<file path="config.mk">
export PLATFORM = sky130hd
export DESIGN_NAME = can_node_baud_select
export DESIGN_NICKNAME = d
export VERILOG_FILES = /design/src/can_node_baud_select.v /design/src/cfg_store_mem.v
export VERILOG_INCLUDE_DIRS = /design/src
export SDC_FILE = /design/constraint.sdc
export NUM_CORES = 1
export LEC_CHECK = 0
export CAP_MARGIN = 20
export CORE_ASPECT_RATIO = 0.9
export CORE_MARGIN = 8
export CORE_UTILIZATION = 25
export CTS_CLUSTER_SIZE = 24
export DETAILED_ROUTE_END_ITERATION = 8
export DONT_BUFFER_PORTS = 1
export GPL_TIMING_DRIVEN = 0
export PLACE_DENSITY = 0.49
export SLEW_MARGIN = 25
export SYNTH_ARGS = -nofsm -noshare
export SYNTH_HDL_FRONTEND = slang
export SYNTH_SLANG_ARGS = --single-unit
</file>
<file path="constraint.sdc">
create_clock -name clk_sys -period 4.3 [get_ports clk_sys]
set_clock_uncertainty 0.2 [all_clocks]
set_input_delay 0.43 -clock clk_sys [delete_from_list [all_inputs] [get_ports clk_sys]]
set_output_delay 0.43 -clock clk_sys [all_outputs]
set_load 0.01 [all_outputs]
</file>
<file path="src/can_cfg_map.vh">
`ifndef CAN_CFG_MAP_VH
`define CAN_CFG_MAP_VH

// ----------------------------------------------------------------------------
// Register byte addresses
// ----------------------------------------------------------------------------
`define A_BAUD_OBJ   8'h00
`define A_NODE_OBJ   8'h04
`define A_OFS_EN     8'h08
`define A_OFS_BASE   8'h0C
`define A_STORE      8'h10
`define A_CMD        8'h14
`define A_STATUS     8'h18
`define A_SDO_REQ0   8'h1C
`define A_SDO_REQ1   8'h20
`define A_SDO_RSP0   8'h24
`define A_SDO_RSP1   8'h28
`define A_SDO_STAT   8'h2C

// ----------------------------------------------------------------------------
// Values and fields
// ----------------------------------------------------------------------------
`define STORE_SIG    32'h65766173
`define CMD_RST_COMM 0
`define DEF_NODE     7'h01
`define DEF_KBD      10'h3E8
`define DEF_NODE_OBJ 8'h7F
`define DEF_BAUD_OBJ 8'h88
`define DEF_OFS_EN   8'h00
`define DEF_OFS_BASE 8'h00
`define OFS_ON       8'h01
`define SDO_REQ_HI   32'h40416000
`define SDO_REQ_LO   32'h00000000
`define SDO_RSP_HI   32'h4B416000
`define MEM_BAUD     2'h0
`define MEM_NODE     2'h1
`define MEM_OFS_EN   2'h2
`define MEM_OFS_BASE 2'h3

`endif

</file>
<file path="src/can_node_baud_select.v">
// Design decisions made here: the plain strobed port and the register offsets.
`timescale 1ns/1ps
`include "can_cfg_map.vh"

module can_node_baud_select (
    input  wire        clk_sys,
    input  wire        reset_n,
    input  wire [7:0]  addr,
    input  wire [31:0] wr_data,
    input  wire        wr_stb,
    input  wire        rd_stb,
    output reg  [31:0] rd_data_r,
    input  wire [3:0]  config_selector_switch,
    input  wire        cfg_file_valid,
    input  wire [7:0]  cfg_file_baud,
    input  wire [7:0]  cfg_file_node,
    input  wire [15:0] statusword,
    output reg  [6:0]  node_id_r,
    output reg  [9:0]  bit_rate_kbd_r,
    output reg         cfg_ready_r
);
    // ------------------------------------------------------------------------
    // States
    // ------------------------------------------------------------------------
    localparam ST_RUN   = 3'h0;
    localparam ST_INIT  = 3'h1;
    localparam ST_READ  = 3'h2;
    localparam ST_FILE  = 3'h3;
    localparam ST_APPLY = 3'h4;
    localparam ST_STORE = 3'h5;

    // ------------------------------------------------------------------------
    // Functions
    // ------------------------------------------------------------------------
    // Decode a stored baud code into kBd; anything unknown runs at 1000.
    function [9:0] baud_kbd;
        input [7:0] code;
        begin
            case (code)
                8'h81:   baud_kbd = 10'h00A;
                8'h82:   baud_kbd = 10'h014;
                8'h83:   baud_kbd = 10'h032;
                8'h84:   baud_kbd = 10'h07D;
                8'h85:   baud_kbd = 10'h0FA;
                8'h86:   baud_kbd = 10'h1F4;
                8'h87:   baud_kbd = `DEF_KBD;
                8'h88:   baud_kbd = `DEF_KBD;
                default: baud_kbd = `DEF_KBD;
            endcase
        end
    endfunction

    // Pick the object that belongs to a memory slot.
    function [7:0] obj_sel;
        input [1:0] idx;
        input [7:0] b;
        input [7:0] n;
        input [7:0] e;
        input [7:0] o;
        begin
            case (idx)
                `MEM_BAUD:  obj_sel = b;
                `MEM_NODE:  obj_sel = n;
                `MEM_OFS_EN: obj_sel = e;
                default:    obj_sel = o;
            endcase
        end
    endfunction

    // ------------------------------------------------------------------------
    // Storage
    // ------------------------------------------------------------------------
    reg  [2:0]  state_r;       // Loader state.
    reg  [2:0]  idx_r;         // Memory slot counter, one beyond the last read.
    reg  [7:0]  baud_obj_r;    // Working baud object.
    reg  [7:0]  node_obj_r;    // Working node object.
    reg  [7:0]  ofs_en_r;      // Offset mode enable object.
    reg  [7:0]  ofs_base_r;    // Offset base object.
    reg         stored_r;      // Stored values are present.
    reg         comm_req_r;    // Reset comm waits for the loader.
    reg  [3:0]  sw_meta_r;     // First switch synchroniser stage.
    reg  [3:0]  sw_sync_r;     // Second switch synchroniser stage.
    reg  [31:0] req0_r;        // Probe request bytes 0..3.
    reg  [31:0] rsp0_r;        // Probe answer bytes 0..3.
    reg  [31:0] rsp1_r;        // Probe answer bytes 4..7.
    reg         sdo_done_r;    // An answer is ready.
    reg         sdo_bad_r;     // The last request was not understood.
    wire [7:0]  mem_rd;        // Registered memory data.
    wire        mem_wr;        // Memory write enable.
    wire [1:0]  mem_addr;      // Memory address.
    wire [7:0]  mem_wdata;     // Memory write data.
    wire        wr_work;       // Working objects may be written.
    wire [3:0]  sw;            // Synchronised switch value.
    wire        ofs_mode;      // Offset mode is on.
    reg  [6:0]  node_nxt;      // Node identifier being formed.
    reg  [9:0]  kbd_nxt;       // Bit rate being formed.
    reg  [31:0] rd_nxt;        // Read data being formed.

    assign sw        = sw_sync_r;
    assign ofs_mode  = (ofs_en_r == `OFS_ON);
    assign wr_work   = wr_stb && (state_r == ST_RUN);
    assign mem_wr    = (state_r == ST_STORE);
    assign mem_addr  = idx_r[1:0];
    assign mem_wdata = obj_sel(idx_r[1:0], baud_obj_r, node_obj_r, ofs_en_r, ofs_base_r);

    // Store keeps non-volatile copies of the objects.
    cfg_store_mem u_mem (
        .clk_sys   (clk_sys),
        .reset_n   (reset_n),
        .wr_en     (mem_wr),
        .addr      (mem_addr),
        .wr_data   (mem_wdata),
        .rd_data_r (mem_rd)
    );

    // ------------------------------------------------------------------------
    // Switch synchroniser
    // ------------------------------------------------------------------------
    // The switch is a pin; two stages keep the loader off a moving value.
    always @(posedge clk_sys or negedge reset_n) begin
        if (!reset_n) begin
            sw_meta_r <= 4'h0;
            sw_sync_r <= 4'h0;
        end else begin
            sw_meta_r <= config_selector_switch;
            sw_sync_r <= sw_meta_r;
        end
    end

    // ------------------------------------------------------------------------
    // Effective selection
    // ------------------------------------------------------------------------
    // The switch is applied last; it overrides the node object except at 0, and at 8 in plain mode.
    always @* begin
        node_nxt = node_obj_r[6:0];
        kbd_nxt  = `DEF_KBD;
        if (sw == 4'h1) begin
            node_nxt = `DEF_NODE;
            kbd_nxt  = `DEF_KBD;
        end else if (ofs_mode) begin
            if (sw == 4'h0) begin
                node_nxt = node_obj_r[6:0];
                kbd_nxt  = `DEF_KBD;
            end else begin
                node_nxt = ofs_base_r[6:0] + {3'h0, sw};
                kbd_nxt  = baud_kbd(baud_obj_r);
            end
        end else begin
            if (sw[2:0] == 3'h0) begin
                node_nxt = node_obj_r[6:0];
            end else begin
                node_nxt = {4'h0, sw[2:0]};
            end
            if (sw[3]) begin
                kbd_nxt = baud_kbd(baud_obj_r);
            end else begin
                kbd_nxt = `DEF_KBD;
            end
        end
    end

    // ------------------------------------------------------------------------
    // Loader and store sequencer
    // ------------------------------------------------------------------------
    // The node and rate outputs change only at reset and in the apply step, so edits to the objects stay
    // dormant until they are saved and a reset comm runs the loader again.
    always @(posedge clk_sys or negedge reset_n) begin
        if (!reset_n) begin
            state_r        <= ST_INIT;
            idx_r          <= 3'h0;
            baud_obj_r     <= `DEF_BAUD_OBJ;
            node_obj_r     <= `DEF_NODE_OBJ;
            ofs_en_r       <= `DEF_OFS_EN;
            ofs_base_r     <= `DEF_OFS_BASE;
            stored_r       <= 1'b0;
            comm_req_r     <= 1'b0;
            node_id_r      <= `DEF_NODE;
            bit_rate_kbd_r <= `DEF_KBD;
            cfg_ready_r    <= 1'b0;
        end else begin
            case (state_r)
                ST_RUN: begin
                    if (comm_req_r) begin
                        comm_req_r  <= 1'b0;
                        cfg_ready_r <= 1'b0;
                        state_r     <= ST_INIT;
                    end else if (wr_stb && addr == `A_STORE
                                 && wr_data == `STORE_SIG) begin
                        idx_r   <= 3'h0;
                        state_r <= ST_STORE;
                    end else if (wr_work) begin
                        case (addr)
                            `A_BAUD_OBJ: baud_obj_r <= wr_data[7:0];
                            `A_NODE_OBJ: node_obj_r <= wr_data[7:0];
                            `A_OFS_EN:   ofs_en_r   <= wr_data[7:0];
                            `A_OFS_BASE: ofs_base_r <= wr_data[7:0];
                            default: begin
                                // Other addresses leave the objects alone.
                            end
                        endcase
                    end
                end
                ST_INIT: begin
                    baud_obj_r <= `DEF_BAUD_OBJ;
                    node_obj_r <= `DEF_NODE_OBJ;
                    ofs_en_r   <= `DEF_OFS_EN;
                    ofs_base_r <= `DEF_OFS_BASE;
                    idx_r      <= 3'h0;
                    state_r    <= ST_READ;
                end
                ST_READ: begin
                    // Data for slot idx-1 arrive while slot idx is addressed.
                    if (idx_r != 3'h0 && stored_r) begin
                        case (idx_r[1:0] - 2'h1)
                            `MEM_BAUD:   baud_obj_r <= mem_rd;
                            `MEM_NODE:   node_obj_r <= mem_rd;
                            `MEM_OFS_EN: ofs_en_r   <= mem_rd;
                            default:     ofs_base_r <= mem_rd;
                        endcase
                    end
                    if (idx_r == 3'h4) begin
                        state_r <= ST_FILE;
                    end else begin
                        idx_r <= idx_r + 3'h1;
                    end
                end
                ST_FILE: begin
                    if (cfg_file_valid) begin
                        baud_obj_r <= cfg_file_baud;
                        node_obj_r <= cfg_file_node;
                    end
                    state_r <= ST_APPLY;
                end
                ST_APPLY: begin
                    node_id_r      <= node_nxt;
                    bit_rate_kbd_r <= kbd_nxt;
                    cfg_ready_r    <= 1'b1;
                    state_r        <= ST_RUN;
                end
                ST_STORE: begin
                    if (idx_r == 3'h3) begin
                        stored_r <= 1'b1;
                        state_r  <= ST_RUN;
                    end else begin
                        idx_r <= idx_r + 3'h1;
                    end
                end
                default: begin
                    state_r <= ST_INIT;
                end
            endcase
            // A reset comm write is held while busy; set wins over clear.
            if (wr_stb && addr == `A_CMD && wr_data[`CMD_RST_COMM]) begin
                comm_req_r <= 1'b1;
            end
        end
    end

    // ------------------------------------------------------------------------
    // Interface probe
    // ------------------------------------------------------------------------
    // Bytes go most significant first: byte 0 sits in bits 31..24. The
    // statusword is sent low byte first, as the fieldbus orders it.
    always @(posedge clk_sys or negedge reset_n) begin
        if (!reset_n) begin
            req0_r     <= 32'h00000000;
            rsp0_r     <= 32'h00000000;
            rsp1_r     <= 32'h00000000;
            sdo_done_r <= 1'b0;
            sdo_bad_r  <= 1'b0;
        end else if (wr_stb && addr == `A_SDO_REQ0) begin
            req0_r     <= wr_data;
            sdo_done_r <= 1'b0;
        end else if (wr_stb && addr == `A_SDO_REQ1) begin
            sdo_done_r <= 1'b1;
            if (req0_r == `SDO_REQ_HI && wr_data == `SDO_REQ_LO) begin
                rsp0_r    <= `SDO_RSP_HI;
                rsp1_r    <= {statusword[7:0], statusword[15:8], 16'h0000};
                sdo_bad_r <= 1'b0;
            end else begin
                rsp0_r    <= 32'h00000000;
                rsp1_r    <= 32'h00000000;
                sdo_bad_r <= 1'b1;
            end
        end
    end

    // ------------------------------------------------------------------------
    // Register read port
    // ------------------------------------------------------------------------
    // Unmapped and write-only addresses read as zero.
    always @* begin
        rd_nxt = 32'h00000000;
        case (addr)
            `A_BAUD_OBJ: rd_nxt = {24'h000000, baud_obj_r};
            `A_NODE_OBJ: rd_nxt = {24'h000000, node_obj_r};
            `A_OFS_EN:   rd_nxt = {24'h000000, ofs_en_r};
            `A_OFS_BASE: rd_nxt = {24'h000000, ofs_base_r};
            `A_STATUS:   rd_nxt = {4'h0, cfg_ready_r, stored_r, sw, bit_rate_kbd_r,
                                   1'b0, node_id_r, 1'b0, state_r};
            `A_SDO_REQ0: rd_nxt = req0_r;
            `A_SDO_RSP0: rd_nxt = rsp0_r;
            `A_SDO_RSP1: rd_nxt = rsp1_r;
            `A_SDO_STAT: rd_nxt = {30'h00000000, sdo_bad_r, sdo_done_r};
            default:     rd_nxt = 32'h00000000;
        endcase
    end

    // Read data stand only in the cycle after the strobe.
    always @(posedge clk_sys or negedge reset_n) begin
        if (!reset_n) begin
            rd_data_r <= 32'h00000000;
        end else if (rd_stb) begin
            rd_data_r <= rd_nxt;
        end else begin
            rd_data_r <= 32'h00000000;
        end
    end
endmodule // can_node_baud_select

</file>
<file path="src/cfg_store_mem.v">
`timescale 1ns/1ps

// ----------------------------------------------------------------------------
// Stored configuration objects
// ----------------------------------------------------------------------------
// Four byte-wide words; read data come out of a register one cycle later.
// The array itself has no reset, as a stored value outlives a reset.
module cfg_store_mem (
    input  wire       clk_sys,
    input  wire       reset_n,
    input  wire       wr_en,
    input  wire [1:0] addr,
    input  wire [7:0] wr_data,
    output reg  [7:0] rd_data_r
);
    reg [7:0] mem [0:3]; // Object storage.

    // Write on request, always register the addressed word.
    always @(posedge clk_sys) begin
        if (wr_en) begin
            mem[addr] <= wr_data;
        end
    end

    // The read register starts at zero so its output is defined.
    always @(posedge clk_sys or negedge reset_n) begin
        if (!reset_n) begin
            rd_data_r <= 8'h00;
        end else begin
            rd_data_r <= mem[addr];
        end
    end
endmodule // cfg_store_mem

</file>
==> results.md, run 1 <==
STA:
- The number of slew-limit violations in the final report is 0.
- At the pin with the least slew margin, the transition time is 1.043 ns.
- The aggregate negative setup slack is 0 ns.
- The total setup violations reported at the end of the flow is 0.
- The max-slew headroom at the worst pin is 30.15%.
- Setup repair after global routing left no endpoint under its margin.
- For this run, the top clock speed supported by timing is 0.2979 GHz.
- The clock period could shrink to 3.357 ns.
- The tightest hold margin is between 0.02 and 0.025 ns.
- The share of the clock period used by the worst path is 78.07%.
- The hold violation count in the final report came to 0.

Flow run:
- The tool flagged a number of max-cap violations equal to 0.

Power:
- The maximum VDD drop is 372.7 uV.
- In this run, flip-flops and latches consume 41.8% of the power.
- Of the total power, the share spent switching nets is 35.25%.
- The combinational share of power is 31.6%.
- The internal power is ~0.004 W.
- The share of total power in the clock network is 26.6%.
- In this run the static leakage power is 4.310 nW.
- The design draws 0.006202 W.
- The reported net switching power is between 0.002 and 0.0025 W.
- In this run the power density over the cells is roughly 570 nW/um^2.

Setup path:
- For the worst setup path, the data required time is approximately 4.4 ns.
- For the worst setup path, the data arrival time is 3.49 ns.
- The endpoint of the lowest-slack register-to-register path is baud_obj_r[4].
- The worst register-to-register path begins at idx_r[0].
- The largest single stage delay on the critical path is between 0.6 and 0.7 ns.
- The endpoint type of the worst setup path is a flop.
- The critical path goes through buf_1 > inv_1 > ha_1 > a211o_1 > a31oi_1 > o211ai_1 > buf_4 > mux2_2.
- Along the worst path, the maximum fanout reaches 10.
- The slowest stage of the critical path is the buf_1 cell.
- The startpoint-to-endpoint class of the critical path is reg -> reg.
- The setup check on the worst reg-to-reg path leaves a slack of 0.94 ns.
- STA classifies the critical path startpoint as a flop.
- The number of cells on the worst reg-to-reg path is 8.

Finish:
- The number of antenna diodes in the final layout is 0.
- The final layout contains 935 nets.
- The multi-input logic area is 3844 sq um.
- The area added between synthesis and finish is 19.84%.
- The area taken by flip-flops and latches is slightly below 5000 sq um.
- The final non-filler cell area is 10800 sq um.
- The final-layout fill cell count is around 3700.
- The ratio of cells with drive above 1 in the final layout is 17.21%.

Min path:
- In this run the worst hold path is classified as in -> reg.
- The end point of the worst hold path is node_obj_r[6].
- Counting instances, the worst hold path has a depth of 2.
- The worst min-delay path startpoint is wr_data[6].

Drt:
- The number of detailed-route iterations in the first pass is 5.
- In the routed layout, each cell is associated on average with a via count of between 5 and 6.
- After detailed routing, the average wire length per cell comes to 24.45 microns.
- The number of design-rule violations left by the first detailed-router iteration is 700.
- The final route contains 6836 vias.
- The total routed wirelength is 32520 microns.
- The count of nets left with antenna violations after detail routing is 0.
- For this run, design rule violations remaining after detail routing come to 0.

GRT:
- The first-pass GRT wire length is just under 50000 microns.
- The initial antenna violation count came to 2.
- The number of global-route vias before repair is 6943.
- The final global-route overflow total is 0.
- Global routing used roughly 15% of the available tracks.
- The pin count of the biggest net entering global routing is around 160.

Yosys:
- Synthesis produced a netlist with a net count of 860.
- Counting flops and latches in the post-synthesis netlist gives 189.
- The post-synthesis cell type count is 61.
- The average size of a mapped cell is 11.77 sq um.
- The number of enable flip-flop cells after synthesis is 32.
- The number of standard cells after synthesis is 766.
- The mapped netlist covers 9014 sq um.
- The proportion of synthesized flip-flops having asynchronous set or reset is 83.07%.
- The dominant register cell in the synthesized netlist is dfrtp_1.
- During synthesis, Yosys emitted a total of 0 warnings.
- The share of the yosys chip area belonging to registers is a little over half.

Clocking:
- The clock drives 189 sinks.
- The H-tree was split into 4 levels.
- For the worst-skew pair, the clock arrives at the later sink with an insertion delay of between 0.4 and 0.5 ns.
- The TritonCTS clock tree is done.
- In this run the deepest clock path goes through 2 buffers.
- The root buffer cell is clkbuf_16.
- The CTS clock-pin slew for the worst setup and hold paths is 0.07 ns.
- The number of gates resized after CTS is 0.
- The total clock buffers created by CTS is 17.

Die:
- The die covers 42390 sq um.
- 131 I/O pins were placed.
- The effective utilization at floorplan is 25.15%.
- The core region is 35840 sq um.
- The total number of placement rows is 66.
- Measured along the x axis, the die boundary spans 216.2 microns.
- From bottom edge to top edge, the die measures 196.1 microns.

Placed design:
- The detailed-placement wirelength estimate is ~24000 microns.
- After detailed placement, the total cell area comes to around 9600 sq um.
- Port buffering added 0 buffers.
- The placer congestion estimate is 0.8258.

Outcome:
- The run finished with clean final reports.
[state kept, by name (all words and copies together) (netlist names), 3 cells and up]
register	count
sw_meta_r	4
rd_data_r	32
rsp1_r	16
baud_obj_r	8
ofs_en_r	8
state_r	3
node_id_r	7
u_mem.mem	32
bit_rate_kbd_r	10
sw	4
req0_r	32
node_obj_r	8
u_mem.rd_data_r	8
ofs_base_r	8
idx_r	3
[cells by family (layout without fill, tap and decap cells)]
logic type	after synthesis	after routing	share of synthesized area, %
xor gates and xnor gates	7	7	0.6802
DFF	189	189	54.48
AOI/OAI and AO/OA	188	188	14.48
buffers and inverters	64	152	2.873
and+or+nand+nor	199	199	11.40
adders and majority gates	13	13	1.888
muxes	106	106	14.20
[power by group through the flow]
stage          sequential [W]  combinational (W)  clock (W)
3_5_place_dp          0.00262            0.00186          0
5_1_grt               0.00262            0.00214    0.00175
3_3_place_gp          0.00261            0.00184          0
2_1_floorplan         0.00244            0.00137          0
4_1_cts               0.00258            0.00195    0.00169
6_report              0.00259            0.00196    0.00165
[stage by stage]
stage / worst slack [ns] / util (%) / cells
floorplan: 1.540 / - / 766
global placement: 0.8291 / 26.81 / 1242
detailed placement: 0.9201 / 26.83 / 1243
CTS: 0.8901 / 30.14 / 1330
global route: 0.6877 / 30.14 / 1330
finish: 0.9429 / 30.14 / 1330
[critical path: cells and delay by family (launching register included)]
| kind | cells | cell delay (ns) |
|---|---|---|
| AO/OA/AOI/OAI | 3 | 0.87 |
| flip-flops | 1 | 0.49 |
| buffers and inverters | 3 | 1.12 |
| adder cells (fa/ha/maj) | 1 | 0.27 |
| multiplexers | 1 | 0.27 |
[how the worst max path moves through the flow]
stage                         end      from  cells past startpoint
floorplan           baud_obj_r[1]  idx_r[0]                      7
finish              baud_obj_r[4]  idx_r[0]                      8
CTS                 baud_obj_r[4]  idx_r[0]                      8
global placement    baud_obj_r[1]  idx_r[0]                      7
detailed placement  baud_obj_r[4]  idx_r[0]                      8
global route        baud_obj_r[4]  idx_r[0]                      8
[timing repair]
action                    in CTS  in global routing
hold buffers                  55                  0
hold endpoints to repair     212                  0
buffers inserted               0                  0
[synthesized netlist by cell type, drive strengths merged (17+ instances only)]
library cell,n,area share [%]
clkbuf,29,1.2
a21oi,55,3.1
o21ai,21,1.2
a22o,30,2.9
dfrtp,140,39
nor2,73,3.0
inv,20,0.83
a22oi,33,2.7
mux2,65,8.1
dfstp,17,5.0
edfxtp,32,11
nand2,45,1.9
mux2i,30,3.3
[placed cells by master (no fill, tap or decap), types with 9 or more instances in the layout]
cell and instances:
dlygate4sd3_1 54, ha_1 12, mux2i_1 30, nor2_1 73
dfstp_2 17, nand3_1 10, a22o_1 30, nor3_1 9
clkbuf_16 18, a21oi_1 55, o21ai_0 21, a22oi_1 33
buf_2 9, a222oi_1 9, inv_1 20, clkbuf_1 30
nor4_1 12, mux4_2 11, nand2_1 45, mux2_2 65
dfrtp_1 140, edfxtp_1 32
[area by class of cell]
cell class,count,area share (%)
tap,476,5.514
multi-input combinational,513,35.58
buffer,44,1.703
inverter,20,0.6950
timing repair buffer,56,5.328
sequential,189,45.47
clock inverter,9,0.9962
clock buffer,23,4.714
[metal layers]
metal / share of wire, % / wire (microns) / GRT usage (%)
met1: 46 / 14880 / 21.50
met4: 1.9 / 631 / 4.531
met5: 0.040 / 13 / 0
met2: 41 / 13380 / 21.23
met3: 11 / 3624 / 6.313
Power figures use the tool's default switching activity.
==> inputs of run 2 (changes only) <==
Settings changed: PLACE_DENSITY 0.49 to 0.51.
Clock period 4.3 ns to 2.95 ns, I/O delays scaled along.
==> run 2 against run 1 <==
  * The run now ends with negative hold slack left
  * Non-clock buffer count is 11 higher
  * Cell area grew 0.82%
  * Final cell count rose by 1.1%
==> results.md, run 2 (synthesis results as in run 1) <==
Setup path:
- The category of the worst setup path launch point is a flop.
- In this run the worst setup path terminates at baud_obj_r[5].
- The beginning of the critical path is idx_r[0].
- The buffering stage count on the worst path with inverters included is 3 (unchanged).
- The number of cells on the worst reg-to-reg path was 8 (unchanged).
- By startpoint and endpoint, the worst setup path is classified as reg -> reg.
- The logic depth of the worst setup path including buffers is 8 (unchanged).
- The data arrival time of the critical path came to 2.89 ns (-0.60 ns).
- The beginning of the worst register-to-register path is idx_r[0].
- The reg-to-reg setup timing slack is 0.18 ns (-0.76 ns).
- Walking the worst path, the cells encountered are clkbuf_4 > inv_1 > ha_1 > a211o_1 > a31oi_1 > o211ai_1 > buf_4 > mux2_2.
- The endpoint type of the worst setup path is a flop.
- The largest fanout of any net on the critical path is 10 (unchanged).
- In this run the critical register-to-register path is captured at baud_obj_r[5].
- The biggest cell delay along the critical path came to 0.49 ns (-0.14 ns).
- The worst-path cell with the longest stage delay is dfrtp_1.
- The top cell family by delay on the critical path is compound AO/OA/AOI/OAI gates.
- The required time of the worst setup path was 3.08 ns (-1.35 ns).

GRT:
- The total track usage is 15.37% (about the same).
- The number of global-route vias before repair was 7015 (+1.0%).
- The final global-route overflow total came to 0 (unchanged).
- The first-pass GRT wire length is 48450 microns (+0.40%).
- The initial antenna violation count is 3 (+1).
- The pin count of the biggest net entering global routing is 158 (unchanged).

Die:
- The horizontal extent of the die was 216.2 microns (unchanged).
- The effective utilization at floorplan came to 25.15% (unchanged).
- The total I/O pin count came to 131 (unchanged).
- The total number of placement rows is 66 (unchanged).
- The area of the placeable core is 35840 sq um (unchanged).
- The chip height is 196.1 microns (unchanged).
- The area of the die is 42390 sq um (unchanged).

STA:
- The number of slew-limit violations in the final report is 0 (unchanged).
- The share of the clock period used by the worst path is 93.80% (+16 points).
- The tightest hold margin is -0.6587 ns (-0.6809 ns).
- The hold violation count in the final report is 157 (+157).
- The total setup violations reported at the end of the flow was 0 (unchanged).
- Setup repair after global routing left no endpoint under its margin.
- The worst path setup slack after routing is 0.1830 ns (-0.7598 ns).
- The clock period minus final worst setup slack came to 2.767 ns (-0.5902 ns).
- The actual transition at the worst max-transition pin came to 0.8817 ns (-0.1614 ns).
- The max-slew headroom at the worst pin came to 40.76% (+11 points).
- The maximum operating frequency was 0.3614 GHz (+21%).

Placed design:
- The detailed-placement wirelength estimate is 23990 microns (+0.38%).
- The total of buffers placed on input and output ports is 0 (unchanged).
- The worst setup timing slack at the placement stage was -0.5075 ns (-1.428 ns).
- The cell total after placement was 1242 (-0.080%).
- The placer congestion estimate is 0.8422 (+2.0%).

Finish:
- The end-of-flow core utilization is 30.39% (+0.25 points).
- The non-filler instance count after layout is 1344 (+1.1%).
- The net count reported at finish came to 946 (+1.2%).
- In the final layout, the registers with the most flip-flops are rd_data_r (32), req0_r (32), u_mem.mem (32).
- The ratio of cells with drive above 1 in the final layout is 18.03% (+0.82 points).
- The top cell types in the final layout, fill and taps aside, are 140 x dfrtp_1, 72 x nor2_1, 65 x mux2_2.
- The area added between synthesis and finish is 20.82%.
- The most common library cell in the layout ignoring fill and taps is dfrtp_1.

Outcome:
- The checks that failed: negative hold slack.
- The flow ran to the end, but the final reports show violations.

Power:
- The leakage power figure is 4.354 nW (+1.0%).
- The power density over the cells was 824.6 nW/um^2 (+44%).
- The maximum VDD drop is 434.4 uV (+17%).
- The total design power is 0.008980 W (+45%).

Clocking:
- The clock latency reported for the late side of the worst-skew pair came to 0.44 ns (about the same).
- The maximum root-to-sink buffer count is 2 (unchanged).
- TritonCTS built the clock tree.
- The CTS clock-pin slew for the worst setup and hold paths came to 0.08 ns (about the same).
- The TritonCTS sink count is 189 (unchanged).
- The total clock buffers created by CTS came to 17 (unchanged).
- The count of H-tree levels built during CTS is 4 (unchanged).
- The root buffer cell chosen for the clock tree is clkbuf_16.

Drt:
- The detailed-route DRC error count is 0 (unchanged).
- The total routed wirelength is 32820 microns (+0.90%).
- The number of design-rule violations left by the first detailed-router iteration is 944 (+35%).
- The via count of the routed design is 6908 (+1.1%).
- The final routed wire length divided by cell count was 24.42 microns (-0.15%).
- The number of detailed-route iterations in the first pass was 6 (+1).
- The detailed-route vias per instance is 5.140 (about the same).
- The count of nets left with antenna violations after detail routing was 0 (unchanged).

Min path:
- The type of the tightest min-delay check is in -> async.

Flow run:
- The total of max-cap violations was 0 (unchanged).
==> run 2: changes by cell type in the layout (fill, tap and decap cells not counted), moves of 2 or more <==
cell,previous run,this run
dlygate4sd3_1,54,64
inv_6,0,5
clkbuf_8,4,0
buf_4,1,4
clkbuf_1,30,27
diode_2,0,3
inv_8,0,3
nand3_1,10,8
nand3_2,0,2
==> run 2: cell type report <==
class / instances / area, sq um
Antenna cell: 3 / 7.507
Inverter: 20 / 75.07
Sequential cell: 189 / 4911
Buffer: 43 / 185.2
Multi-Input combinational cell: 513 / 3869
Tap cell: 476 / 595.6
Timing Repair Buffer: 68 / 670.6
Fill cell: 3697 / 24950
Clock inverter: 15 / 151.4
Clock buffer: 17 / 425.4
==> run 2: worst reg2reg max path: stages (launching register included) <==
cell,delay (ns)
dfrtp_1,0.49
clkbuf_4,0.33
inv_1,0.12
ha_1,0.22
a211o_1,0.31
a31oi_1,0.33
o211ai_1,0.15
buf_4,0.21
mux2_2,0.28
==> run 2: how the worst min path moves through the flow <==
stage / startpoint / depth (start not counted) / endpoint
after global placement: reset_n / 0 / rsp1_r[27]
after global routing: reset_n / 0 / rsp1_r[27]
after detailed placement: reset_n / 0 / rd_data_r[24]
after CTS: reset_n / 0 / rsp0_r[27]
final: reset_n / 0 / rsp1_r[27]
after floorplan: reset_n / 0 / baud_obj_r[0]
==> run 2: report_power, final <==
group | total [W] | internal (W) | switching [W]
Sequential | 0.00378 | 0.00324 | 0.000535
Clock | 0.00233 | 0.00120 | 0.00113
Combinational | 0.00287 | 0.00127 | 0.00161
Total | 0.00898 | 0.00571 | 0.00327
==> run 2: metal layers <==
metal | global-route usage (%) | part of all wire (%) | routed length (microns)
met3 | 5.604 | 11 | 3724
met4 | 3.730 | 1.5 | 497
met5 | 0 | 0.067 | 22
met1 | 21.62 | 45 | 14680
met2 | 22.03 | 42 | 13890
==> run 2: repair_timing <==
| item | CTS | global route |
|---|---|---|
| setup buffers | 2 | 2 |
| resized for setup | 2 | 6 |
| setup endpoints to repair | 67 | 62 |
| pin swaps | 1 | 1 |
| hold buffers | 63 | 1 |
| endpoints found under the hold margin | 243 | 158 |
==> run 2: stage by stage <==
stage                     area (sq um)  setup TNS [ns]
after floorplan                   9014               0
after global placement            9609          -13.75
after detailed placement          9609          -15.32
after CTS                        10830               0
after global routing             10890               0
final                            10890               0
